**src/csd_pkg.sv**
```systemverilog
// Package of encodings, field positions and the pointer step for the subtract decoder pair.
package csd_pkg;

	// Instruction word field positions.
	localparam int SEL_HI   = 31;
	localparam int SEL_LO   = 29;
	localparam int SRC1_HI  = 28;
	localparam int SRC1_LO  = 25;
	localparam int SRC2_HI  = 24;
	localparam int SRC2_LO  = 21;
	localparam int DST_HI   = 20;
	localparam int DST_LO   = 16;
	localparam int GRP_HI   = 15;
	localparam int GRP_LO   = 12;
	localparam int OPC_HI   = 11;
	localparam int OPC_LO   = 9;
	localparam int TYPE_BIT = 8;
	localparam int SIZE_BIT = 7;

	// Opcode group nibble: register-only, host-register load, memory load.
	localparam logic [3:0] GRP_REG  = 4'h0;
	localparam logic [3:0] GRP_HOST = 4'h4;
	localparam logic [3:0] GRP_MEM  = 4'h8;

	// Upper three bits of the second opcode nibble; the magnitude code is the whole nibble.
	localparam logic [2:0] OPC_ONE_MINUS_TWO = 3'h1;
	localparam logic [2:0] OPC_TWO_MINUS_ONE = 3'h3;
	localparam logic [3:0] OPC_MAGNITUDE     = 4'hB;

	// Pointer step in bits for memory loads.
	localparam logic [31:0] PTR_STEP = 32'h00000020;

	// Operation codes decoded from the instruction word inside the coprocessor.
	typedef enum logic [2:0] {
		CSD_OP_NONE       = 3'b000,
		CSD_OP_ONE_TWO    = 3'b001,
		CSD_OP_TWO_ONE    = 3'b010,
		CSD_OP_MAGNITUDE  = 3'b011
	} csd_op_t;

	// Source of operand words for one instruction.
	typedef enum logic [1:0] {
		CSD_SRC_NONE = 2'b00,
		CSD_SRC_HOST = 2'b01,
		CSD_SRC_POST = 2'b10,
		CSD_SRC_PRE  = 2'b11
	} csd_src_t;

endpackage

```
**src/csd_link_if.sv**
```systemverilog
// Interface carrying instruction words and operand words from host to coprocessor.
interface csd_link_if;
	logic        instr_valid;
	logic [31:0] instr;
	logic        instr_ready;
	logic        data_valid;
	logic [31:0] data;
	logic        data_ready;
	logic        done;
	logic        illegal;

	// Host end drives words and reads the completion pulses.
	modport host_mp (
		output instr_valid,
		output instr,
		input  instr_ready,
		output data_valid,
		output data,
		input  data_ready,
		input  done,
		input  illegal
	);

	// Coprocessor end takes words and reports completion.
	modport dev_mp (
		input  instr_valid,
		input  instr,
		output instr_ready,
		input  data_valid,
		input  data,
		output data_ready,
		output done,
		output illegal
	);
endinterface

```
**src/csd_dev.sv**
```systemverilog
// Coprocessor end: decodes subtract instructions, loads operands and writes the difference.
module csd_dev #(
	parameter int          DATA_W = 32,
	parameter logic [2:0]  SEL_CODE = 3'h0
) (
	input  wire logic              sys_clk_i,
	input  wire logic              arst_n_i,
	csd_link_if.dev_mp             link,
	output logic                   result_valid_o,
	output logic [4:0]             result_dst_o,
	output logic [DATA_W-1:0]      result_o,
	output logic                   result_float_o,
	output logic                   result_double_o,
	output logic [DATA_W-1:0]      bank_one_o,
	output logic [DATA_W-1:0]      bank_two_o
);

	typedef enum logic [1:0] {
		DEV_IDLE  = 2'b00,
		DEV_FIRST = 2'b01,
		DEV_SECND = 2'b10,
		DEV_EXEC  = 2'b11
	} dev_state_t;

	// Decoded form of one instruction word.
	typedef struct packed {
		logic              ok;
		logic              load;
		csd_pkg::csd_op_t  op;
	} csd_dec_t;

	// Decode the opcode half-word and select field of an instruction.
	function automatic csd_dec_t decode(input logic [31:0] w, input logic [2:0] code);
		csd_dec_t   d;
		logic [3:0] grp;
		logic [2:0] opc;
		logic       t;
		logic       s;
		d   = '{ok: 1'b0, load: 1'b0, op: csd_pkg::CSD_OP_NONE};
		grp = w[csd_pkg::GRP_HI:csd_pkg::GRP_LO];
		opc = w[csd_pkg::OPC_HI:csd_pkg::OPC_LO];
		t   = w[csd_pkg::TYPE_BIT];
		s   = w[csd_pkg::SIZE_BIT];
		if (w[csd_pkg::SEL_HI:csd_pkg::SEL_LO] == code) begin
			case (grp)
				csd_pkg::GRP_HOST: begin
					// Host-register loads carry no size bit; single or integer only.
					if (!s && (opc == csd_pkg::OPC_TWO_MINUS_ONE)) begin
						d = '{ok: 1'b1, load: 1'b1, op: csd_pkg::CSD_OP_TWO_ONE};
					end else if (!s && (opc == csd_pkg::OPC_ONE_MINUS_TWO)) begin
						d = '{ok: 1'b1, load: 1'b1, op: csd_pkg::CSD_OP_ONE_TWO};
					end
				end
				csd_pkg::GRP_MEM: begin
					if (opc == csd_pkg::OPC_ONE_MINUS_TWO) begin
						d = '{ok: 1'b1, load: 1'b1, op: csd_pkg::CSD_OP_ONE_TWO};
					end else if (opc == csd_pkg::OPC_TWO_MINUS_ONE) begin
						d = '{ok: 1'b1, load: 1'b1, op: csd_pkg::CSD_OP_TWO_ONE};
					end
				end
				csd_pkg::GRP_REG: begin
					// Magnitude form needs a floating type; the type bit flags floating.
					// A plain register subtract without a load is not handled by this block,
					// so it falls through and the host sees an illegal pulse.
					if ({opc, t} == csd_pkg::OPC_MAGNITUDE) begin
						d = '{ok: 1'b1, load: 1'b0, op: csd_pkg::CSD_OP_MAGNITUDE};
					end
				end
				default: d.ok = 1'b0;
			endcase
		end
		return d;
	endfunction

	dev_state_t        state_reg, state_next;
	csd_pkg::csd_op_t  op_reg, op_next;
	logic [4:0]        dst_reg, dst_next;
	logic              flt_reg, flt_next;
	logic              dbl_reg, dbl_next;
	logic [DATA_W-1:0] one_reg, one_next;
	logic [DATA_W-1:0] two_reg, two_next;
	logic [DATA_W-1:0] res_reg, res_next;
	logic              rvalid_reg, rvalid_next;
	logic              ill_reg, ill_next;
	logic [DATA_W-1:0] diff;
	csd_dec_t          dec;

	// The word is decoded every cycle, but only the idle state acts on it.
	assign dec = decode(link.instr, SEL_CODE);
	assign link.instr_ready = (state_reg == DEV_IDLE);
	assign link.data_ready  = (state_reg == DEV_FIRST) || (state_reg == DEV_SECND);
	assign link.done        = rvalid_reg;
	assign link.illegal     = ill_reg;
	assign result_valid_o   = rvalid_reg;
	assign result_dst_o     = dst_reg;
	assign result_o         = res_reg;
	assign result_float_o   = flt_reg;
	assign result_double_o  = dbl_reg;
	assign bank_one_o       = one_reg;
	assign bank_two_o       = two_reg;

	// Subtract order follows the opcode; integer arithmetic stands for the arithmetic core.
	always_comb begin
		if (op_reg == csd_pkg::CSD_OP_TWO_ONE) begin
			diff = two_reg - one_reg;
		end else begin
			diff = one_reg - two_reg;
		end
	end

	// Sequencer: decode, optional two operand words, then one execute cycle.
	always_comb begin
		state_next  = state_reg;
		op_next     = op_reg;
		dst_next    = dst_reg;
		flt_next    = flt_reg;
		dbl_next    = dbl_reg;
		one_next    = one_reg;
		two_next    = two_reg;
		res_next    = res_reg;
		rvalid_next = 1'b0;
		ill_next    = 1'b0;
		case (state_reg)
			DEV_IDLE: begin
				if (link.instr_valid) begin
					if (dec.ok) begin
						op_next    = dec.op;
						dst_next   = link.instr[csd_pkg::DST_HI:csd_pkg::DST_LO];
						flt_next   = link.instr[csd_pkg::TYPE_BIT];
						dbl_next   = link.instr[csd_pkg::SIZE_BIT];
						state_next = dec.load ? DEV_FIRST : DEV_EXEC;
					end else begin
						// A refused word leaves every operand and result register untouched.
						ill_next = 1'b1;
					end
				end
			end
			DEV_FIRST: begin
				if (link.data_valid) begin
					one_next   = link.data;
					state_next = DEV_SECND;
				end
			end
			DEV_SECND: begin
				if (link.data_valid) begin
					two_next   = link.data;
					state_next = DEV_EXEC;
				end
			end
			DEV_EXEC: begin
				// Both operands are complete here, so no half-loaded pair is ever subtracted.
				// The most negative difference has no positive twin and wraps to itself.
				if (op_reg == csd_pkg::CSD_OP_MAGNITUDE && diff[DATA_W-1]) begin
					res_next = '0 - diff;
				end else begin
					res_next = diff;
				end
				rvalid_next = 1'b1;
				state_next  = DEV_IDLE;
			end
			default: state_next = DEV_IDLE;
		endcase
	end

	// State registers.
	always_ff @(posedge sys_clk_i or negedge arst_n_i) begin
		if (!arst_n_i) begin
			state_reg  <= DEV_IDLE;
			op_reg     <= csd_pkg::CSD_OP_NONE;
			dst_reg    <= '0;
			flt_reg    <= 1'b0;
			dbl_reg    <= 1'b0;
			one_reg    <= '0;
			two_reg    <= '0;
			res_reg    <= '0;
			rvalid_reg <= 1'b0;
			ill_reg    <= 1'b0;
		end else begin
			state_reg  <= state_next;
			op_reg     <= op_next;
			dst_reg    <= dst_next;
			flt_reg    <= flt_next;
			dbl_reg    <= dbl_next;
			one_reg    <= one_next;
			two_reg    <= two_next;
			res_reg    <= res_next;
			rvalid_reg <= rvalid_next;
			ill_reg    <= ill_next;
		end
	end

endmodule

```
**src/flat_wrapper.sv**
```systemverilog
// flat-port wrapper written by rule: the top's interface ports become plain ports
module csd_dev_flat 
#(
	parameter int          DATA_W = 32,
	parameter logic [2:0]  SEL_CODE = 3'h0
)
  (sys_clk_i, arst_n_i, result_valid_o, result_dst_o, result_o, result_float_o, result_double_o, bank_one_o, bank_two_o, link_instr_valid, link_instr, link_instr_ready, link_data_valid, link_data, link_data_ready, link_done, link_illegal);
  csd_link_if link_i ();
  input  wire logic sys_clk_i;
  input  wire logic arst_n_i;
  output logic result_valid_o;
  output logic [4:0] result_dst_o;
  output logic [DATA_W-1:0] result_o;
  output logic result_float_o;
  output logic result_double_o;
  output logic [DATA_W-1:0] bank_one_o;
  output logic [DATA_W-1:0] bank_two_o;
  input wire logic [$bits(link_i.instr_valid)-1:0] link_instr_valid;
  input wire logic [$bits(link_i.instr)-1:0] link_instr;
  output wire logic [$bits(link_i.instr_ready)-1:0] link_instr_ready;
  input wire logic [$bits(link_i.data_valid)-1:0] link_data_valid;
  input wire logic [$bits(link_i.data)-1:0] link_data;
  output wire logic [$bits(link_i.data_ready)-1:0] link_data_ready;
  output wire logic [$bits(link_i.done)-1:0] link_done;
  output wire logic [$bits(link_i.illegal)-1:0] link_illegal;
  assign link_i.instr_valid = link_instr_valid;
  assign link_i.instr = link_instr;
  assign link_instr_ready = link_i.instr_ready;
  assign link_i.data_valid = link_data_valid;
  assign link_i.data = link_data;
  assign link_data_ready = link_i.data_ready;
  assign link_done = link_i.done;
  assign link_illegal = link_i.illegal;
  csd_dev #(.DATA_W(DATA_W), .SEL_CODE(SEL_CODE)) u_core (.sys_clk_i(sys_clk_i), .arst_n_i(arst_n_i), .link(link_i), .result_valid_o(result_valid_o), .result_dst_o(result_dst_o), .result_o(result_o), .result_float_o(result_float_o), .result_double_o(result_double_o), .bank_one_o(bank_one_o), .bank_two_o(bank_two_o));
endmodule
```
**config.mk**
```make
export PLATFORM = sky130hd
export DESIGN_NAME = csd_dev_flat
export DESIGN_NICKNAME = d
export VERILOG_FILES = /design/src/csd_pkg.sv /design/src/csd_link_if.sv /design/src/csd_dev.sv /design/src/flat_wrapper.sv
export SDC_FILE = /design/constraint.sdc
export NUM_CORES = 1
export LEC_CHECK = 0
export ABC_AREA = 1
export BUFFER_PORTS_ARGS = -buffer_cell sky130_fd_sc_hd__buf_2
export CORE_MARGIN = 2
export CORE_UTILIZATION = 53
export DETAILED_ROUTE_END_ITERATION = 16
export PLACE_DENSITY = 0.77
export SLEW_MARGIN = 40
export SYNTH_ARGS = -nofsm -noshare
export SYNTH_HDL_FRONTEND = slang
export SYNTH_SLANG_ARGS = --single-unit
```
**constraint.sdc**
```tcl
create_clock -name sys_clk_i -period 3.6 [get_ports sys_clk_i]
set_input_delay 1.08 -clock sys_clk_i [delete_from_list [all_inputs] [get_ports sys_clk_i]]
set_output_delay 1.08 -clock sys_clk_i [all_outputs]
set_load 0.01 [all_outputs]
```
==> run metrics <==
DP HPWL=21.34 mm; diode count=0; Ys Warns=0; antenna violations before repair=0; DR iter-0 viols=562; register area=2728 um^2; Worst Setup Path Type=flop to flop; final antenna-violating net count=0; total clock sinks=109; Setup Fix Bufs, Post-CTS=0; Core ar.=17900 um^2; CP Buf/Inv Count=5; routed via count=9853; Multi-input gate area=5695 um^2; final wirelength=25.90 mm; critical path cell sequence=inv_1 -> ha_1 -> inv_1 -> fa_1 -> inv_1 -> nand2_1 -> o21ai_1 -> ha_1 -> inv_1 -> nor2_1 -> nand3_1 -> nor2_1 -> nand2_1 -> nor2_1 -> nand2_1 -> inv_1 -> nand2_1 -> nor2_1 -> nand2_1 -> nand2_1 -> nand2_1 -> nand3_1 -> nand2_1; Clock Skews=15.03 ps; r2r startpoint=u_core.bank_one_o[0]; Slew HR=55.93%; Longest Clk Path Bufs=2; EDFF count, synth=0; CP most frequent cell=nand2_1; FMAX=321.5 MHz; Root Driver=clkbuf_16; I/O pin total=176; H-tree depth=3; Critical Path RT=3860 ps; row cnt=49; Initial Util=53.73%; CTS Buf Count=9; Post-DP Area=10630 um^2; slowest stage cell, crit path=fa_1; final setup vio count=0; Slew @ Worst Pin=661.1 ps; TritonCTS clock tree=built; period utilization=86.41%; overall global routing resource usage=27.17%; FFs w/ async S/R, synth=100.0%; commonest non-fill, non-tap cells in the layout=nand2_1, inv_1, buf_2, dfrtp_1, nand3_1; CP Max Fanout=4; commonest non-fill, non-tap cell in the layout=nand2_1; Worst Hold Margin=473.7 ps; RSZ-0062 raised after global routing=false; Final Cell Area=10960 um^2; fillers=1765; number of gates resized after cts=0; synth top area cells=dfrtp_1, nand2_1, inv_1, ha_1, nand3_1; Slew Viols, Final=0; Synth top area share=28.36%; Seq/Total Area, Yosys=28.36%; status=completed; CTS Hold Bufs=0; Nets=1848; vias in the first global route=9016; drt first pass iters=5; Final Wtd Congestion=0.9796; largest net degree at the start of global routing=65; CP max stage delay=430 ps; worst setup path start=u_core.bank_one_o[0]; Max Cap Viol=0; startpoint types=flop; Critical Path End Type=flop; cell taking the most area after synthesis=dfrtp_1; CP arrival=3370 ps; min cycle time layout=3111 ps; worst-skew pair later-pin latency=370 ps; Hold WC Path Type=flop to flop; ys flop type=dfrtp_1; Gate Count Post-Synth=1563; Netlist cell types=39; die height=138.7 um; final hold violation count=0; area delta synth->final=13.98%; Yosys reg bits=109; GRT overflow=0; clock-pin slew on the worst setup and hold paths=80 ps; syn_nets=1700; Synth Area per Inst=6.154 um^2; I/O Buffers=160; Remaining DRCs=0; Syn Std Cell Area=9618 um^2; first-pass GRT wire length=43.00 mm; setup TNS=0 ps; worst min-delay path startpoint=u_core.result_o[29]; vias per cell=5.066; crit-path leading delay family=simple AND/OR/NAND/NOR gates; Die ar.=19240 um^2; Setup WS post-layout=489.3 ps; dpl ws=508.3 ps; WL/cell=13.32 um; Chip Width=138.7 um; layout cells sized above 1=13.75%
[metrics by stage]
stage,util (%),std cells
after detailed placement,59.39,1929
final,61.24,1945
after global placement,59.33,1929
after CTS,61.24,1945
after global routing,61.24,1945
after floorplan,-,1563
[final timing paths]
kind	slack, ps	endpoint	depth (start not counted)
min in group asynchronous	740	u_core.bank_one_o[9]	1
min	470	u_core.result_o[29]	2
max	490	u_core.result_o[28]	23
max in group asynchronous	2130	u_core.result_o[21]	2
min reg2reg	470	u_core.result_o[29]	2
max reg2reg	490	u_core.result_o[28]	23
[Yosys cell counts (7+ instances only)]
master,n
clkbuf_1,17
nor3_1,7
nand2_1,623
ha_1,67
nand4_1,12
inv_1,269
nor2_1,83
nand2_2,17
nand3b_1,16
nand3_1,102
dfrtp_1,109
xor2_1,18
nor2_2,9
a21oi_1,50
inv_2,9
o21ai_0,96
[routing by layer]
metal	up-vias	part of all wire [%]	track usage [%]
met5	-	0	0
met2	273	44	43.88
met1	4441	48	38.25
met4	0	2.2	8.878
li1	5101	-	-
met3	38	5.3	3.246
[cell families after synthesis]
logic type / count (synthesis) / share of synthesized area [%]
buf+inv: 310 / 12.58
mux: 1 / 0.1041
simple gates: 887 / 38.84
compound gates: 164 / 8.885
fa+ha+maj: 69 / 9.132
flops: 109 / 28.36
xor+xnor: 23 / 2.094
[cell type report]
| cell class | count | share of cell area [%] |
|---|---|---|
| clock buffers | 10 | 2.180 |
| clock inverters | 6 | 0.8446 |
| inverters | 280 | 9.610 |
| multi-input cells | 1144 | 51.95 |
| flip-flops and latches | 109 | 24.88 |
| well taps | 229 | 2.614 |
| repair buffers | 167 | 7.921 |
[worst min-delay path, delay by kind of cell (launching register included)]
kind	cells	cell delay [ps]
simple gates	2	100
flops	1	340
Power is left out: the tool's default activity adds up to more than one toggle a clock period on the data nets, which glitch-free logic cannot reach.
